[src/include/scr_pkg.sv]
/*
  Package of the system control register bank: transfer decode, control
  bit positions, identification fields, reset values and region decode.
  Assumes a core that issues single coprocessor register transfers.
*/
package scr_pkg;

  // register numbers (primary register field of a transfer)
  localparam logic [3:0]  SCR_REG_IDENTIFICATION_WORD   = 4'h0;  // identification_word
  localparam logic [3:0]  SCR_REG_CONTROL   = 4'h1;  // global_control
  localparam logic [3:0]  SCR_REG_TEST      = 4'hf;
  localparam logic [3:0]  SCR_CRM_ZERO      = 4'h0;
  localparam logic [2:0]  SCR_OP2_CONTROL   = 3'h0;
  localparam logic [2:0]  SCR_OP1_TEST      = 3'h1;
  localparam logic [2:0]  SCR_OP1_ZERO      = 3'h0;
  localparam logic [2:0]  SCR_OP2_TRACE_CTL = 3'h0;
  localparam logic [2:0]  SCR_OP2_BIST_CTL  = 3'h1;

  // global_control bit positions
  localparam int          SCR_CTL_LOAD_PC_DIS = 15;
  localparam int          SCR_CTL_VEC_HIGH    = 13;
  localparam int          SCR_CTL_ISRAM_EN    = 12;
  localparam int          SCR_CTL_BIG_END     = 7;
  localparam int          SCR_CTL_WBUF_EN     = 3;
  localparam int          SCR_CTL_DSRAM_EN    = 2;
  // only these bits hold state; all others read zero
  localparam logic [31:0] SCR_CTL_IMPL_MASK   = 32'h0000_b08c;
  localparam logic [31:0] SCR_CTL_RESET       = 32'h0000_0000;

  // trace control and bist control bits (register 15)
  localparam int          SCR_TRC_MASK_IRQ    = 1;
  localparam int          SCR_TRC_MASK_FIQ    = 2;
  localparam int          SCR_BIST_I_EN       = 18;
  localparam int          SCR_BIST_D_EN       = 2;

  // identification word fields, values arbitrary
  localparam logic [7:0]  SCR_ID_IMPLEMENTOR  = 8'h5a;
  localparam logic [3:0]  SCR_ID_VARIANT      = 4'h1;
  localparam logic [3:0]  SCR_ID_ARCH         = 4'h2;
  localparam logic [11:0] SCR_ID_PART         = 12'h3c4;
  localparam logic [3:0]  SCR_ID_VERSION      = 4'h1;

  // exception vector bases
  localparam logic [31:0] SCR_VEC_LOW         = 32'h0000_0000;
  localparam logic [31:0] SCR_VEC_HIGH        = 32'hffff_0000;

  // fixed memory regions: match when (addr & mask) == base
  localparam logic [31:0] SCR_IMEM_MASK       = 32'hf000_0000;
  localparam logic [31:0] SCR_IMEM_BASE       = 32'h0000_0000;
  localparam logic [31:0] SCR_DMEM_MASK       = 32'hf000_0000;
  localparam logic [31:0] SCR_DMEM_BASE       = 32'h4000_0000;
  localparam logic [31:0] SCR_BUFR_MASK       = 32'hf000_0000;
  localparam logic [31:0] SCR_BUFR_BASE       = 32'h6000_0000;

  // strap capture: clocks after reset release before sampling
  localparam logic [1:0]  SCR_STRAP_SETTLE    = 2'h3;
  localparam int          SCR_STRAP_W         = 2;

endpackage : scr_pkg

[src/rtl/scr_sync.sv]
/*
  Three-stage synchroniser for slow level inputs such as straps.
  Assumes inputs change rarely; a change is accepted once stages two and
  three agree.
*/
`timescale 1ns/1ps
`default_nettype none

module scr_sync #(
  parameter int W = 2
) (
  input  wire logic         ref_clk,  // core clock
  input  wire logic         rst,      // async reset, active high
  input  wire logic [W-1:0] async_in, // pins from outside the domain
  output logic      [W-1:0] sync_out, // accepted level
  output logic      [W-1:0] stable    // agreed level already in sync_out
);

  genvar g;
  generate
    for (g = 0; g < W; g++) begin : g_bit
      logic s1_r;
      logic s2_r;
      logic s3_r;
      logic out_r;
      logic out_nxt;
      always_comb begin
        out_nxt = (s2_r == s3_r) ? s3_r : out_r;
      end
      always_ff @(posedge ref_clk or posedge rst) begin
        if (rst) begin
          s1_r  <= 1'b0;
          s2_r  <= 1'b0;
          s3_r  <= 1'b0;
          out_r <= 1'b0;
        end else begin
          s1_r  <= async_in[g];
          s2_r  <= s1_r;
          s3_r  <= s2_r;
          out_r <= out_nxt;
        end
      end
      assign sync_out[g] = out_r;
      // wait for out_r too, else a load at agreement takes the old level
      assign stable[g]   = (s2_r == s3_r) && (out_r == s3_r);
    end
  endgenerate

endmodule : scr_sync

`default_nettype wire

[src/rtl/scr_system_control.sv]
/*
  System control coprocessor register bank: identification word, global
  control register, trace control and bist enables, plus the routing and
  buffering attributes that the control bits steer.
  Assumes the core presents one register transfer per valid pulse and that
  straps are steady around reset release.
*/
`timescale 1ns/1ps
`default_nettype none

// Operation
// register 0 returns read-only identification word
// register 0 ignores the secondary opcode
// control register at c1, c0, opcode 0
// software preserves reserved bits on write
// reserved control bits may read anything
// bit 15 disables pc-load state change; resets 0
// bit 13 selects vector base low/high
// bit 13 loads from vector strap at reset
// bit 12 routes instruction region to sram
// bit 12 loads from sram strap at reset
// bit 7 big-endian when set; resets 0
// bit 3 enables buffered stores; resets 0
// already-buffered writes stay buffered after disable
// bit 2 routes data region to sram
// bit 2 loads from sram strap too
// register 15 decodes secondary opcode
// registers reached only by coprocessor transfers
// enabling sram bist clears its enable bit
// undescribed control bits ignore writes, read zero
module scr_system_control (
  input  wire logic                    ref_clk,               // core clock, 40 MHz
  input  wire logic                    rst,                   // async reset, active high
  input  wire logic                    cp_valid,              // transfer request pulse
  input  wire logic                    cp_write,              // 1 = write transfer, 0 = read
  input  wire logic [2:0]              cp_op1,                // primary opcode field
  input  wire logic [3:0]              cp_crn,                // primary register number
  input  wire logic [3:0]              cp_crm,                // secondary register number
  input  wire logic [2:0]              cp_op2,                // secondary opcode field
  input  wire logic [31:0]             cp_wdata,              // write data
  output logic      [31:0]             cp_rdata,              // read data
  output logic                         cp_done,               // transfer accepted pulse
  output logic                         cp_undef,              // transfer not decoded pulse
  input  wire logic                    vector_high_strap,     // vector location strap pin
  input  wire logic                    sram_enable_strap,     // sram enable strap pin
  output logic                         ctl_ready,             // straps loaded, transfers taken
  input  wire logic                    i_req,                 // instruction access request
  input  wire logic [31:0]             i_addr,                // instruction access address
  input  wire logic                    d_req,                 // data access request
  input  wire logic                    d_write,               // data access is a store
  input  wire logic [31:0]             d_addr,                // data access address
  output logic                         i_sel_sram,            // instruction access to sram
  output logic                         i_sel_bus,             // instruction access to system bus
  output logic                         d_sel_sram,            // data access to sram
  output logic                         d_sel_bus,             // data access to system bus
  output logic                         d_store_buffered,      // bus store tagged bufferable
  output logic                         load_pc_state_disable, // suppress pc-load state change
  output logic                         big_endian,            // endian select
  output logic                         write_buffer_enable,   // write buffer use
  output logic                         itcm_enable,           // instruction sram enable
  output logic                         dtcm_enable,           // data sram enable
  output logic      [31:0]             exc_vector_base,       // exception vector base
  output logic                         trace_mask_irq,        // mask irq during trace
  output logic                         trace_mask_fiq,        // mask fiq during trace
  output logic                         ibist_enable,          // instruction sram bist enable
  output logic                         dbist_enable           // data sram bist enable
);
  import scr_pkg::*;

  typedef enum logic {SCR_ST_STRAP, SCR_ST_RUN} scr_state_e;

  logic [SCR_STRAP_W-1:0] strap_lvl;
  logic [SCR_STRAP_W-1:0] strap_ok;

  scr_sync #(
    .W        (SCR_STRAP_W)
  ) u_strap_sync (
    .ref_clk  (ref_clk),
    .rst      (rst),
    .async_in ({sram_enable_strap, vector_high_strap}),
    .sync_out (strap_lvl),
    .stable   (strap_ok)
  );

  scr_state_e  state_r;
  scr_state_e  state_nxt;
  logic [1:0]  settle_r;
  logic [1:0]  settle_nxt;
  logic [31:0] ctl_r;
  logic [31:0] ctl_nxt;
  logic [2:0]  trc_r;
  logic [2:0]  trc_nxt;
  logic        ibist_r;
  logic        ibist_nxt;
  logic        dbist_r;
  logic        dbist_nxt;
  logic [31:0] rdata_r;
  logic [31:0] rdata_nxt;
  logic        done_r;
  logic        done_nxt;
  logic        undef_r;
  logic        undef_nxt;
  logic        isram_r;
  logic        isram_nxt;
  logic        ibus_r;
  logic        ibus_nxt;
  logic        dsram_r;
  logic        dsram_nxt;
  logic        dbus_r;
  logic        dbus_nxt;
  logic        dbuf_r;
  logic        dbuf_nxt;
  logic [31:0] vec_r;
  logic [31:0] vec_nxt;

  logic        hit_id;
  logic        hit_ctl;
  logic        hit_trc;
  logic        hit_bist;
  logic [31:0] id_word;
  logic [31:0] bist_word;

  assign id_word = {SCR_ID_IMPLEMENTOR, SCR_ID_VARIANT, SCR_ID_ARCH, SCR_ID_PART, SCR_ID_VERSION};

  always_comb begin
    bist_word                = 32'h0000_0000;
    bist_word[SCR_BIST_I_EN] = ibist_r;
    bist_word[SCR_BIST_D_EN] = dbist_r;
  end

  // transfer decode; register 0 matches any secondary fields
  always_comb begin
    hit_id   = (cp_crn == SCR_REG_IDENTIFICATION_WORD) && (cp_op1 == SCR_OP1_ZERO);
    hit_ctl  = (cp_crn == SCR_REG_CONTROL) && (cp_op1 == SCR_OP1_ZERO)
               && (cp_crm == SCR_CRM_ZERO) && (cp_op2 == SCR_OP2_CONTROL);
    hit_trc  = (cp_crn == SCR_REG_TEST) && (cp_op1 == SCR_OP1_TEST)
               && (cp_op2 == SCR_OP2_TRACE_CTL);
    hit_bist = (cp_crn == SCR_REG_TEST) && (cp_op1 == SCR_OP1_TEST)
               && (cp_op2 == SCR_OP2_BIST_CTL);
  end

  // register state and transfer answers
  always_comb begin
    state_nxt = state_r;
    settle_nxt = settle_r;
    ctl_nxt   = ctl_r;
    trc_nxt   = trc_r;
    ibist_nxt = ibist_r;
    dbist_nxt = dbist_r;
    rdata_nxt = rdata_r;
    done_nxt  = 1'b0;
    undef_nxt = 1'b0;
    case (state_r)
      SCR_ST_STRAP: begin
        // straps are sampled after release since async reset takes constants only
        if (settle_r != SCR_STRAP_SETTLE) begin
          settle_nxt = settle_r + 2'h1;
        end else if (&strap_ok) begin
          ctl_nxt[SCR_CTL_VEC_HIGH] = strap_lvl[0];
          ctl_nxt[SCR_CTL_ISRAM_EN] = strap_lvl[1];
          ctl_nxt[SCR_CTL_DSRAM_EN] = strap_lvl[1];
          state_nxt = SCR_ST_RUN;
        end
      end
      SCR_ST_RUN: begin
        // only coprocessor transfers touch the registers
        if (cp_valid) begin
          done_nxt = 1'b1;
          if (cp_write) begin
            if (hit_ctl) begin
              // unimplemented bits dropped; software keeps them by read-modify-write
              ctl_nxt = cp_wdata & SCR_CTL_IMPL_MASK;
            end else if (hit_trc) begin
              trc_nxt = {cp_wdata[SCR_TRC_MASK_FIQ], cp_wdata[SCR_TRC_MASK_IRQ], 1'b0};
            end else if (hit_bist) begin
              ibist_nxt = cp_wdata[SCR_BIST_I_EN];
              dbist_nxt = cp_wdata[SCR_BIST_D_EN];
              // bist corrupts the sram, so stop it being used afterwards
              if (cp_wdata[SCR_BIST_I_EN]) begin
                ctl_nxt[SCR_CTL_ISRAM_EN] = 1'b0;
              end
              if (cp_wdata[SCR_BIST_D_EN]) begin
                ctl_nxt[SCR_CTL_DSRAM_EN] = 1'b0;
              end
            end else begin
              done_nxt  = 1'b0;
              undef_nxt = 1'b1;
            end
          end else begin
            if (hit_id) begin
              rdata_nxt = id_word;
            end else if (hit_ctl) begin
              rdata_nxt = ctl_r & SCR_CTL_IMPL_MASK;
            end else if (hit_trc) begin
              rdata_nxt = {29'h0000_0000, trc_r};
            end else if (hit_bist) begin
              rdata_nxt = bist_word;
            end else begin
              rdata_nxt = 32'h0000_0000;
              done_nxt  = 1'b0;
              undef_nxt = 1'b1;
            end
          end
        end
      end
      default: begin
        state_nxt = SCR_ST_STRAP;
      end
    endcase
  end

  // routing and store attributes, sampled per access
  always_comb begin
    isram_nxt = i_req && ctl_r[SCR_CTL_ISRAM_EN]
                && ((i_addr & SCR_IMEM_MASK) == SCR_IMEM_BASE);
    ibus_nxt  = i_req && !isram_nxt;
    dsram_nxt = d_req && ctl_r[SCR_CTL_DSRAM_EN]
                && ((d_addr & SCR_DMEM_MASK) == SCR_DMEM_BASE);
    dbus_nxt  = d_req && !dsram_nxt;
    // tagged at issue: a later disable leaves queued writes buffered
    dbuf_nxt  = dbus_nxt && d_write && ctl_r[SCR_CTL_WBUF_EN]
                && ((d_addr & SCR_BUFR_MASK) == SCR_BUFR_BASE);
    vec_nxt   = ctl_nxt[SCR_CTL_VEC_HIGH] ? SCR_VEC_HIGH : SCR_VEC_LOW;
  end

  always_ff @(posedge ref_clk or posedge rst) begin
    if (rst) begin
      state_r  <= SCR_ST_STRAP;
      settle_r <= 2'h0;
      ctl_r    <= SCR_CTL_RESET;
      trc_r    <= 3'h0;
      ibist_r  <= 1'b0;
      dbist_r  <= 1'b0;
      rdata_r  <= 32'h0000_0000;
      done_r   <= 1'b0;
      undef_r  <= 1'b0;
      isram_r  <= 1'b0;
      ibus_r   <= 1'b0;
      dsram_r  <= 1'b0;
      dbus_r   <= 1'b0;
      dbuf_r   <= 1'b0;
      vec_r    <= SCR_VEC_LOW;
    end else begin
      state_r  <= state_nxt;
      settle_r <= settle_nxt;
      ctl_r    <= ctl_nxt;
      trc_r    <= trc_nxt;
      ibist_r  <= ibist_nxt;
      dbist_r  <= dbist_nxt;
      rdata_r  <= rdata_nxt;
      done_r   <= done_nxt;
      undef_r  <= undef_nxt;
      isram_r  <= isram_nxt;
      ibus_r   <= ibus_nxt;
      dsram_r  <= dsram_nxt;
      dbus_r   <= dbus_nxt;
      dbuf_r   <= dbuf_nxt;
      vec_r    <= vec_nxt;
    end
  end

  logic ready_r;
  always_ff @(posedge ref_clk or posedge rst) begin
    if (rst) begin
      ready_r <= 1'b0;
    end else begin
      ready_r <= (state_nxt == SCR_ST_RUN);
    end
  end

  assign cp_rdata              = rdata_r;
  assign cp_done               = done_r;
  assign cp_undef              = undef_r;
  assign ctl_ready             = ready_r;
  assign i_sel_sram            = isram_r;
  assign i_sel_bus             = ibus_r;
  assign d_sel_sram            = dsram_r;
  assign d_sel_bus             = dbus_r;
  assign d_store_buffered      = dbuf_r;
  assign load_pc_state_disable = ctl_r[SCR_CTL_LOAD_PC_DIS];
  assign big_endian            = ctl_r[SCR_CTL_BIG_END];
  assign write_buffer_enable   = ctl_r[SCR_CTL_WBUF_EN];
  assign itcm_enable           = ctl_r[SCR_CTL_ISRAM_EN];
  assign dtcm_enable           = ctl_r[SCR_CTL_DSRAM_EN];
  assign exc_vector_base       = vec_r;
  assign trace_mask_irq        = trc_r[SCR_TRC_MASK_IRQ];
  assign trace_mask_fiq        = trc_r[SCR_TRC_MASK_FIQ];
  assign ibist_enable          = ibist_r;
  assign dbist_enable          = dbist_r;

endmodule : scr_system_control

`default_nettype wire

[config.mk]
export PLATFORM = sky130hd
export DESIGN_NAME = scr_system_control
export DESIGN_NICKNAME = d
export VERILOG_FILES = /design/src/include/scr_pkg.sv /design/src/rtl/scr_sync.sv /design/src/rtl/scr_system_control.sv
export SDC_FILE = /design/constraint.sdc
export NUM_CORES = 1
export LEC_CHECK = 0
export ABC_AREA = 1
export BUFFER_PORTS_ARGS = -buffer_cell sky130_fd_sc_hd__buf_2
export CAP_MARGIN = 5
export CORE_AREA = 2 2 78 80
export CTS_BUF_LIST = sky130_fd_sc_hd__clkbuf_8
export DETAILED_ROUTE_END_ITERATION = 12
export DIE_AREA = 0 0 80 82
export GPL_TIMING_DRIVEN = 0
export PLACE_DENSITY = 0.81
export SLEW_MARGIN = 20
export SYNTH_ARGS = -nofsm -noshare
export SYNTH_HDL_FRONTEND = slang
export SYNTH_SLANG_ARGS = --single-unit
[constraint.sdc]
create_clock -name ref_clk -period 2 [get_ports ref_clk]
set_input_delay 0.4 -clock ref_clk [delete_from_list [all_inputs] [get_ports ref_clk]]
set_output_delay 0.4 -clock ref_clk [all_outputs]
set_load 0.1 [all_outputs]
==> flow_summary_export.csv, run 1 <==
group,metric,value,unit
status,status,"finished clean",
floorplanning,die_w,80,µm
timing,setup_viol,0,
timing,max_freq,0.549,GHz
final_layout,finish.utilization,0.504,
critical_path,critPathRequiredTime,1.60,ns
clock_network,clock-sinks,37,
timing,finalHoldViolCount,0,
drt,drtPass1Iterations,4,
critical_path,worstSetupPathType,"register to output port",
critical_path,r2r_slack,0.69,ns
timing,fin_crit,1.82,ns
job,max_cap_viol_count,0,
drt,drt-total-wl,4750,µm
logic_synthesis,synth_edf_count,0,
logic_synthesis,synthTopCellsByArea,"dfrtp_1, buf_4, nand2_1",
clock_network,htree_levels,2,
drt,met1_length,1790,µm
grt,first_global_vias,1722,
power,swShare,0.635,
floorplanning,start_util,0.372,
drt,ant_nets,0,
timing,fin_crit_sh,0.910,
final_layout,num-nets-final,511,
timing,worst_pin_slew,0.511,ns
power,p_switching,2.70,mW
floorplanning,io_pins,200,
power,p_seq_frac,0.216,
grt,grt_start_max_net_pins,33,
grt,grt_usage,0.149,
logic_synthesis,synth_most_common_cell,"nand2_1",
drt,post_drt_wl_per_cell,10.2,µm
clock_network,cts.reportedPaths.clkPinSlew,0.07,ns
critical_path,crit_path_start_kind,"register",
clock_network,cts_buffers,5,
logic_synthesis,syn-cell-area,2140,µm²
drt,drc_errors,0,
drt,drtIter0Drc,109,
critical_path,timing.critical_path.fanout_max,18,
floorplanning,die_area,6560,µm²
logic_synthesis,yosysTopAreaCell,"dfrtp_1",
timing,maxSlewHeadroom,0.662,
final_layout,fin_area,2900,µm²
grt,grt_first_pass_wirelength,7510,µm
placed_design,portBuffers,89,
placed_design,gp_congestion,0.811,
logic_synthesis,synth.avg_cell_area,8.10,µm²
clock_network,postCtsSetupBuffers,0,
power,p_int,1.55,mW
timing,final.setup.tns,0,ns
logic_synthesis,netlist_instances,264,
worst_hold_path,hold_path.class,"primary input to register",
logic_synthesis,synth-main-ff-cell,"dfrtp_1",
final_layout,num-fill-cells,564,
grt,antenna_found_initial,0,
power,combPwrFrac,0.670,
floorplanning,core_area,5750,µm²
clock_network,cts_tree,"done",
timing,rsz0062_at_grt,"false",
power,clkPwrFrac,0.114,
timing,maxSlewViolCount,0,
logic_synthesis,yosysTopAreaCellShare,0.433,
final_layout,syn_to_final_growth,35.5,%
drt,top_layer,"met4",
floorplanning,rows,28,
clock_network,cts-root-buf,"clkbuf_8",
floorplanning,die_h,82,µm
power,power_density,1470,nW/µm²
drt,dr_wl_met3,530,µm
logic_synthesis,synth.distinct_cells,30,
logic_synthesis,ys_seq_elements,37,
grt,gr-total-overflow,0,
final_layout,drive_gt1_frac,0.441,
logic_synthesis,synth_common_cells,"nand2_1, buf_4, dfrtp_1",
timing,finalClockSkew,0.00796,ns
logic_synthesis,yosys_warnings,0,
logic_synthesis,synth-seq-area-share,0.433,
critical_path,crit_arrival,1.42,ns
drt,drt-vias-per-instance,4.12,
final_layout,n_antenna_cell,0,
drt,vias,1925,
power,ir_drop,1430,µV
clock_network,clockBufferDepth,2,
critical_path,cp-end-kind,"output port",
power,p_leak,1.77,nW
drt,route.met2.wl,2300,µm
clock_network,clk_latency,0.29,ns
placed_design,place_hpwl,3860,µm
placed_design,dpl_cell_area,2810,µm²
timing,fin_hold_ws,0.217,ns
logic_synthesis,synthArstFlopShare,1.00,
[worst max-delay path, stage by stage (launching register included)]
cell and delay [ns]:
dfrtp_2 0.55, buf_4 0.16, buf_2 0.41
[registers in the layout, summed over array words and instances (netlist names)]
signal and count:
dbist_enable 1, cp_done 1, i_sel_sram 1, u_strap_sync.g_bit.out_r 2, u_strap_sync.g_bit.s2_r 2, ctl_r 5
settle_r 2, cp_undef 1, cp_rdata 9, i_sel_bus 1, ctl_ready 1, exc_vector_base 1
d_store_buffered 1, u_strap_sync.g_bit.s1_r 2, u_strap_sync.g_bit.s3_r 2, trc_r 2, ibist_enable 1, d_sel_bus 1
d_sel_sram 1
[placed cells by master (no fill, tap or decap), types with 2 or more instances in the layout]
cell type	n
o21ai_1	2
inv_1	26
nor2_2	3
nand2_1	62
nor3_1	3
o21ai_0	3
inv_2	7
nand4_1	2
clkbuf_8	5
nand3_1	18
a21oi_1	2
buf_2	89
nand2_2	2
nor2_1	27
buf_4	54
dfrtp_1	36
nor2_4	3
nand2_4	2
conb_1	30
[metal layers]
| metal | up-vias | global-route usage |
|---|---|---|
| li1 | 987 | - |
| met5 | - | 0 |
| met1 | 853 | 0.156 |
| met4 | 0 | 0.0780 |
| met3 | 11 | 0.0593 |
| met2 | 74 | 0.258 |
[per-stage QoR]
step | worst slack [ns] | total power, mW | std cells
after floorplan | 0.0112 | 3.46 | 293
after global placement | 0.244 | 3.76 | 457
after detailed placement | 0.320 | 3.79 | 458
after CTS | 0.172 | 4.28 | 467
after global routing | 0.129 | 4.40 | 467
final | 0.180 | 4.25 | 467
[worst paths after layout]
path,from,endpoint,cells after the start
setup / recovery,exc_vector_base[30],exc_vector_base[30],2
hold / removal,vector_high_strap,u_strap_sync.g_bit[0].s1_r,1
setup reg to reg,ctl_ready,cp_rdata[13],7
hold reg to reg,u_strap_sync.g_bit[0].s1_r,u_strap_sync.g_bit[0].s2_r,0
max in group asynchronous,rst,exc_vector_base[30],4
min in group asynchronous,rst,i_sel_bus,3
[cell families (layout without fill, tap and decap cells)]
kind of cell / after synthesis / in the layout / share of synthesized area
and+or+nand+nor: 126 / 126 / 0.266
buffers and inverters: 85 / 184 / 0.245
DFF: 37 / 37 / 0.433
AOI/OAI and AO/OA: 12 / 12 / 0.0392
adders and majority gates: 1 / 1 / 0.00585
other: 1 / 30 / 0.00175
xor gates and xnor gates: 1 / 1 / 0.00410
muxes: 1 / 1 / 0.00527
[power groups by stage]
| stage | sequential, mW | clock (mW) | combinational [mW] |
|---|---|---|---|
| after floorplan | 1.29 | 0 | 2.17 |
| after global placement | 0.925 | 0 | 2.84 |
| after detailed placement | 0.933 | 0 | 2.86 |
| after CTS | 0.921 | 0.498 | 2.86 |
| after global routing | 0.933 | 0.530 | 2.94 |
| final | 0.918 | 0.484 | 2.85 |
[cell type report]
class,instances,area [µm²],share of cell area
Buffer,54,405,0.140
Clock buffer,5,68.8,0.0237
Clock inverter,3,11.3,0.00389
Inverter,31,119,0.0410
Multi-Input combinational cell,171,797,0.275
Sequential cell,37,927,0.320
Tap cell,75,93.8,0.0324
Timing Repair Buffer,91,475,0.164
[timing repair]
| item | CTS | global route |
|---|---|---|
| gates resized for setup | 1 | 0 |
| setup endpoints to repair | 10 | 0 |
| endpoints found under the hold margin | 5 | 0 |
| hold buffers | 1 | 0 |
Note: power is estimated with default switching activity, not from simulation.
==> run 2, diff against run 1 <==
--- a/config.mk
+++ b/config.mk
@@ -14,6 +14,7 @@
 export DIE_AREA = 0 0 80 82
 export GPL_TIMING_DRIVEN = 0
 export PLACE_DENSITY = 0.81
+export REMOVE_ABC_BUFFERS = 1
 export SLEW_MARGIN = 20
 export SYNTH_ARGS = -nofsm -noshare
 export SYNTH_HDL_FRONTEND = slang
==> flow_summary_export.csv, run 2 (synthesized netlist as in run 1, its figures left out) <==
group,metric,value,unit
placed_design,place_hpwl,3440,µm
floorplanning,start_util,0.372,
timing,rsz0062_at_grt,"false",
clock_network,clock-sinks,37,
final_layout,largest_reg_flops,9,
critical_path,cp_top_family,"flip-flops",
critical_path,critPathRequiredTime,1.60,ns
clock_network,clockBufferDepth,2,
floorplanning,core_area,5750,µm²
power,ir_drop,1640,µV
critical_path,rr_endpoint,"ctl_r[2]",
timing,worst_slack,0.223,ns
power,power_density,1590,nW/µm²
placed_design,dp.cells,403,
timing,finalHoldViolCount,0,
grt,grt_util_met3,0.0582,
critical_path,crit_arrival,1.38,ns
timing,finalClockSkew,0.00579,ns
critical_path,crit_chain,"buf_2",
critical_path,cp-end-kind,"output port",
final_layout,finalNonFillerCells,411,
floorplanning,die_h,82,µm
timing,fin_crit,1.78,ns
status,status,"finished clean",
grt,grt_first_pass_wirelength,6480,µm
clock_network,ctsHoldBuffers,0,
clock_network,clk_latency,0.28,ns
timing,final.setup.tns,0,ns
drt,ant_nets,0,
grt,first_global_vias,1554,
grt,grt_use_met1,0.130,
floorplanning,die_w,80,µm
drt,drt-total-wl,4190,µm
critical_path,reg2reg_from,"u_strap_sync.g_bit[1].s3_r",
timing,setup_viol,0,
critical_path,cpMaxStageDelayCell,"dfrtp_1",
floorplanning,io_pins,200,
clock_network,cts_buffers,5,
final_layout,num-nets-final,455,
worst_hold_path,holdPathEnd,"u_strap_sync.g_bit[0].s1_r",
drt,drtPass1Iterations,4,
critical_path,worstSetupPathType,"register to output port",
clock_network,htree_levels,2,
clock_network,cts_tree,"done",
critical_path,crit_buf_inv,1,
power,p_leak,1.47,nW
timing,max_freq,0.563,GHz
worst_hold_path,min_from,"vector_high_strap",
placed_design,preCtsSetupSlack,0.486,ns
final_layout,syn_to_final_growth,15.2,%
grt,antenna_found_initial,0,
critical_path,timing.critical_path.fanout_max,18,
drt,vias,1689,
clock_network,postCtsSetupBuffers,0,
timing,fin_hold_ws,0.222,ns
drt,drt-vias-per-instance,4.11,
final_layout,n_antenna_cell,0,
drt,drtIter0Drc,108,
grt,grt_start_max_net_pins,38,
final_layout,final_common_cell,"buf_2",
grt,grt-busiest-layer,"met2",
drt,post_drt_wl_per_cell,10.2,µm
worst_hold_path,hold_path.class,"primary input to register",
critical_path,crit_path_start_kind,"register",
grt,grtUsageMet2,0.233,
floorplanning,die_area,6560,µm²
final_layout,num-fill-cells,576,
critical_path,critPathMaxStageDelay,0.58,ns
timing,maxSlewViolCount,0,
timing,worst_pin_slew,0.736,ns
critical_path,r2r_slack,0.68,ns
drt,drc_errors,0,
timing,maxSlewHeadroom,0.508,
clock_network,cts-resized-gates,0,
floorplanning,rows,28,
final_layout,drive_gt1_frac,0.354,
clock_network,cts.reportedPaths.clkPinSlew,0.07,ns
worst_hold_path,min_path_cells,1,
placed_design,gp_congestion,0.838,
job,max_cap_viol_count,0,
timing,fin_crit_sh,0.889,
grt,gr-total-overflow,0,
grt,grt_usage,0.127,
critical_path,r2r_cells,10,
placed_design,portBuffers,89,
clock_network,cts-root-buf,"clkbuf_8",
final_layout,final_cell_mix,"buf_2, nand2_1, dfrtp_1, conb_1, nor2_1",
==> run 2: power by group <==
part / internal, mW / total [mW] / switching (mW)
Combinational: 0.240 / 2.54 / 2.30
Clock: 0.236 / 0.480 / 0.244
Sequential: 0.811 / 0.900 / 0.0890
Total: 1.29 / 3.92 / 2.64
==> run 2: how the worst max path moves through the flow <==
stage	from	end	slack (ns)	cells past startpoint
6_report	exc_vector_base[30]	exc_vector_base[20]	0.22	1
5_1_grt	exc_vector_base[30]	exc_vector_base[28]	0.08	1
4_1_cts	exc_vector_base[30]	exc_vector_base[23]	0.19	1
3_5_place_dp	cp_op2[1]	exc_vector_base[30]	0.49	9
3_3_place_gp	rst	cp_done	0.29	2
2_1_floorplan	exc_vector_base[30]	exc_vector_base[30]	-8.65	2
==> run 2: per-stage QoR <==
| stage | power [mW] | cell area, µm² | util |
|---|---|---|---|
| CTS | 3.95 | 2460 | 0.429 |
| detailed placement | 3.46 | 2380 | 0.414 |
| finish | 3.92 | 2460 | 0.429 |
| floorplan | 1.98 | 1840 | - |
| global placement | 3.45 | 2380 | 0.414 |
| global route | 4.08 | 2460 | 0.429 |
==> run 2: final cells by class <==
cell class / instances / area [µm²] / area share
Tap cell: 75 / 93.8 / 0.0381
Multi-Input combinational cell: 171 / 797 / 0.324
Clock buffer: 5 / 68.8 / 0.0279
Timing Repair Buffer: 89 / 445 / 0.181
Sequential cell: 37 / 926 / 0.376
Clock inverter: 3 / 13.8 / 0.00559
Inverter: 31 / 119 / 0.0482
==> run 2: layer usage <==
layer | wire length (µm) | vias up
met5 | 0 | -
met4 | 25 | 0
met3 | 370 | 4
met2 | 2180 | 65
met1 | 1620 | 751
li1 | - | 869
==> run 3, diff against run 2 <==
--- a/config.mk
+++ b/config.mk
@@ -5,7 +5,7 @@
 export SDC_FILE = /design/constraint.sdc
 export NUM_CORES = 1
 export LEC_CHECK = 0
-export ABC_AREA = 1
+export ABC_AREA = 0
 export BUFFER_PORTS_ARGS = -buffer_cell sky130_fd_sc_hd__buf_2
 export CAP_MARGIN = 5
 export CORE_AREA = 2 2 78 80
@@ -13,7 +13,7 @@
 export DETAILED_ROUTE_END_ITERATION = 12
 export DIE_AREA = 0 0 80 82
 export GPL_TIMING_DRIVEN = 0
-export PLACE_DENSITY = 0.81
+export PLACE_DENSITY = 0.78
 export REMOVE_ABC_BUFFERS = 1
 export SLEW_MARGIN = 20
 export SYNTH_ARGS = -nofsm -noshare
==> flow_summary_export.csv, run 3 <==
group,metric,value,unit
floorplanning,die_w,80,µm
timing,setup_viol,0,
critical_path,r2r_slack,0.33,ns
grt,grt-busiest-layer,"met2",
logic_synthesis,syn-cell-area,1980,µm²
timing,finalClockSkew,0.00428,ns
logic_synthesis,synth-seq-area-share,0.469,
drt,drtIter0Drc,75,
logic_synthesis,synth_edf_count,0,
clock_network,cts.reportedPaths.clkPinSlew,0.07,ns
critical_path,cp-endpoint,"cp_rdata[15]",
critical_path,crit_arrival,1.93,ns
power,ir_drop,1410,µV
final_layout,n_antenna_cell,0,
final_layout,final_cell_mix,"buf_2, dfrtp_1, conb_1, nor2_1, nand2_1",
clock_network,clk_latency,0.28,ns
drt,drtPass1Iterations,4,
drt,ant_nets,0,
placed_design,place_hpwl,3150,µm
job,max_cap_viol_count,0,
timing,max_freq,0.568,GHz
grt,grt_first_pass_wirelength,5820,µm
logic_synthesis,ys_seq_elements,37,
timing,fin_crit,1.76,ns
final_layout,syn_to_final_growth,16.0,%
grt,first_global_vias,1272,
critical_path,rr_endpoint,"cp_rdata[15]",
logic_synthesis,synth-main-ff-cell,"dfrtp_1",
clock_network,ctsHoldBuffers,0,
drt,drc_errors,0,
critical_path,crit_path_start_kind,"primary input",
clock_network,cts_buffers,5,
placed_design,portBuffers,89,
grt,gr-total-overflow,0,
final_layout,largest_reg_flops,9,
final_layout,final_common_cell,"buf_2",
floorplanning,core_area,5750,µm²
final_layout,drive_gt1_frac,0.424,
power,power_density,1650,nW/µm²
clock_network,cts-resized-gates,0,
clock_network,htree_levels,2,
drt,drt-total-wl,3940,µm
grt,grt_start_max_net_pins,38,
placed_design,gp_congestion,0.813,
clock_network,clock-sinks,37,
logic_synthesis,yosysTopAreaCellShare,0.469,
timing,rsz0062_at_grt,"false",
critical_path,worstSetupPathType,"primary input to register",
logic_synthesis,synth.avg_cell_area,10.6,µm²
grt,grt_usage,0.117,
clock_network,clockBufferDepth,2,
timing,maxSlewHeadroom,0.493,
floorplanning,die_area,6560,µm²
floorplanning,start_util,0.344,
worst_hold_path,hold_path.class,"primary input to register",
clock_network,cts_tree,"done",
floorplanning,die_h,82,µm
critical_path,cp-end-kind,"register",
placed_design,preCtsSetupSlack,-0.0523,ns
logic_synthesis,yosys_warnings,0,
grt,grt_use_met1,0.133,
grt,grtUsageMet2,0.196,
floorplanning,rows,28,
drt,drt-vias-per-instance,4.48,
logic_synthesis,synth.distinct_cells,43,
drt,vias,1477,
timing,worst_pin_slew,0.759,ns
timing,worst_slack,0.239,ns
final_layout,finish.utilization,0.399,
logic_synthesis,yosysTopAreaCell,"dfrtp_1",
critical_path,critPathLaunch,"cp_crn[1]",
power,p_leak,1.23,nW
critical_path,r2r_cells,5,
grt,grt_util_met3,0.0495,
timing,fin_crit_sh,0.881,
grt,antenna_found_initial,0,
logic_synthesis,synth_common_cells,"buf_4, dfrtp_1, nor2_1",
timing,finalHoldViolCount,0,
critical_path,critPathRequiredTime,2.17,ns
clock_network,postCtsSetupBuffers,0,
logic_synthesis,netlist_instances,187,
drt,post_drt_wl_per_cell,11.9,µm
logic_synthesis,synthArstFlopShare,1.00,
status,status,"finished clean",
timing,maxSlewViolCount,0,
final_layout,num-nets-final,375,
logic_synthesis,synth_most_common_cell,"buf_4",
logic_synthesis,synthTopCellsByArea,"dfrtp_1, buf_4, mux2_2",
critical_path,reg2reg_from,"ctl_ready",
floorplanning,io_pins,200,
critical_path,timing.critical_path.fanout_max,7,
clock_network,cts-root-buf,"clkbuf_8",
run 3: critical path, stage by stage:
cell	delay, ns
buf_2	0.11
nor4_2	0.38
nand2_1	0.19
o21ai_1	0.46
nor2_1	0.18
a22o_1	0.21
run 3: worst min-delay path by stage:
| stage | from | endpoint | slack, ns | depth (start not counted) |
|---|---|---|---|---|
| after floorplan | u_strap_sync.g_bit[0].s1_r | u_strap_sync.g_bit[0].s2_r | 0.33 | 0 |
| after global placement | u_strap_sync.g_bit[1].s1_r | u_strap_sync.g_bit[1].s2_r | 0.33 | 0 |
| after detailed placement | u_strap_sync.g_bit[1].s1_r | u_strap_sync.g_bit[1].s2_r | 0.33 | 0 |
| after CTS | vector_high_strap | u_strap_sync.g_bit[0].s1_r | 0.21 | 1 |
| after global routing | vector_high_strap | u_strap_sync.g_bit[0].s1_r | 0.21 | 1 |
| final | vector_high_strap | u_strap_sync.g_bit[0].s1_r | 0.23 | 1 |
run 3: layer usage:
| layer | vias up | part of all wire | wire length, µm |
|---|---|---|---|
| met3 | 8 | 0.092 | 363 |
| li1 | 699 | - | - |
| met4 | 0 | 0.019 | 76 |
| met2 | 74 | 0.50 | 1970 |
| met1 | 696 | 0.39 | 1530 |
| met5 | - | 0 | 0 |
run 3: logic make-up (layout without fill, tap and decap cells):
| family | after synthesis | count (layout) | share of synthesized area |
|---|---|---|---|
| xor gates and xnor gates | 1 | 1 | 0.00443 |
| muxes | 10 | 10 | 0.0583 |
| AOI/OAI and AO/OA | 20 | 20 | 0.0741 |
| DFF | 37 | 37 | 0.469 |
| other | 1 | 30 | 0.00190 |
| buffers and inverters | 61 | 100 | 0.219 |
| adders and majority gates | 3 | 3 | 0.0165 |
| and+or+nand+nor | 54 | 54 | 0.157 |
run 3: stage by stage:
stage          instance area (µm²)  total power, mW  instances  TNS (ns)  hold slack [ns]
2_1_floorplan                 1670             1.84        159   -200.58            0.331
3_3_place_gp                  2210             3.30        323   -0.0348            0.333
3_5_place_dp                  2210             3.31        323    -0.144            0.335
4_1_cts                       2290             3.82        330         0            0.215
5_1_grt                       2290             3.92        330         0            0.212
6_report                      2290             3.79        330         0            0.225
run 3: area by class of cell:
type                       count  area, µm²
clock inverter                 1       3.75
multi-input combinational    118        726
sequential                    37        926
inverter                       4       15.0
tap                           75       93.8
fill                         592       3450
clock buffer                   6       82.6
timing repair buffer          89        445
run 3: where the power goes:
group	switching [mW]	internal [mW]	total, mW	leakage, nW
Sequential	0.0782	0.799	0.878	0.462
Combinational	2.18	0.227	2.41	0.723
Clock	0.235	0.268	0.503	0.0485
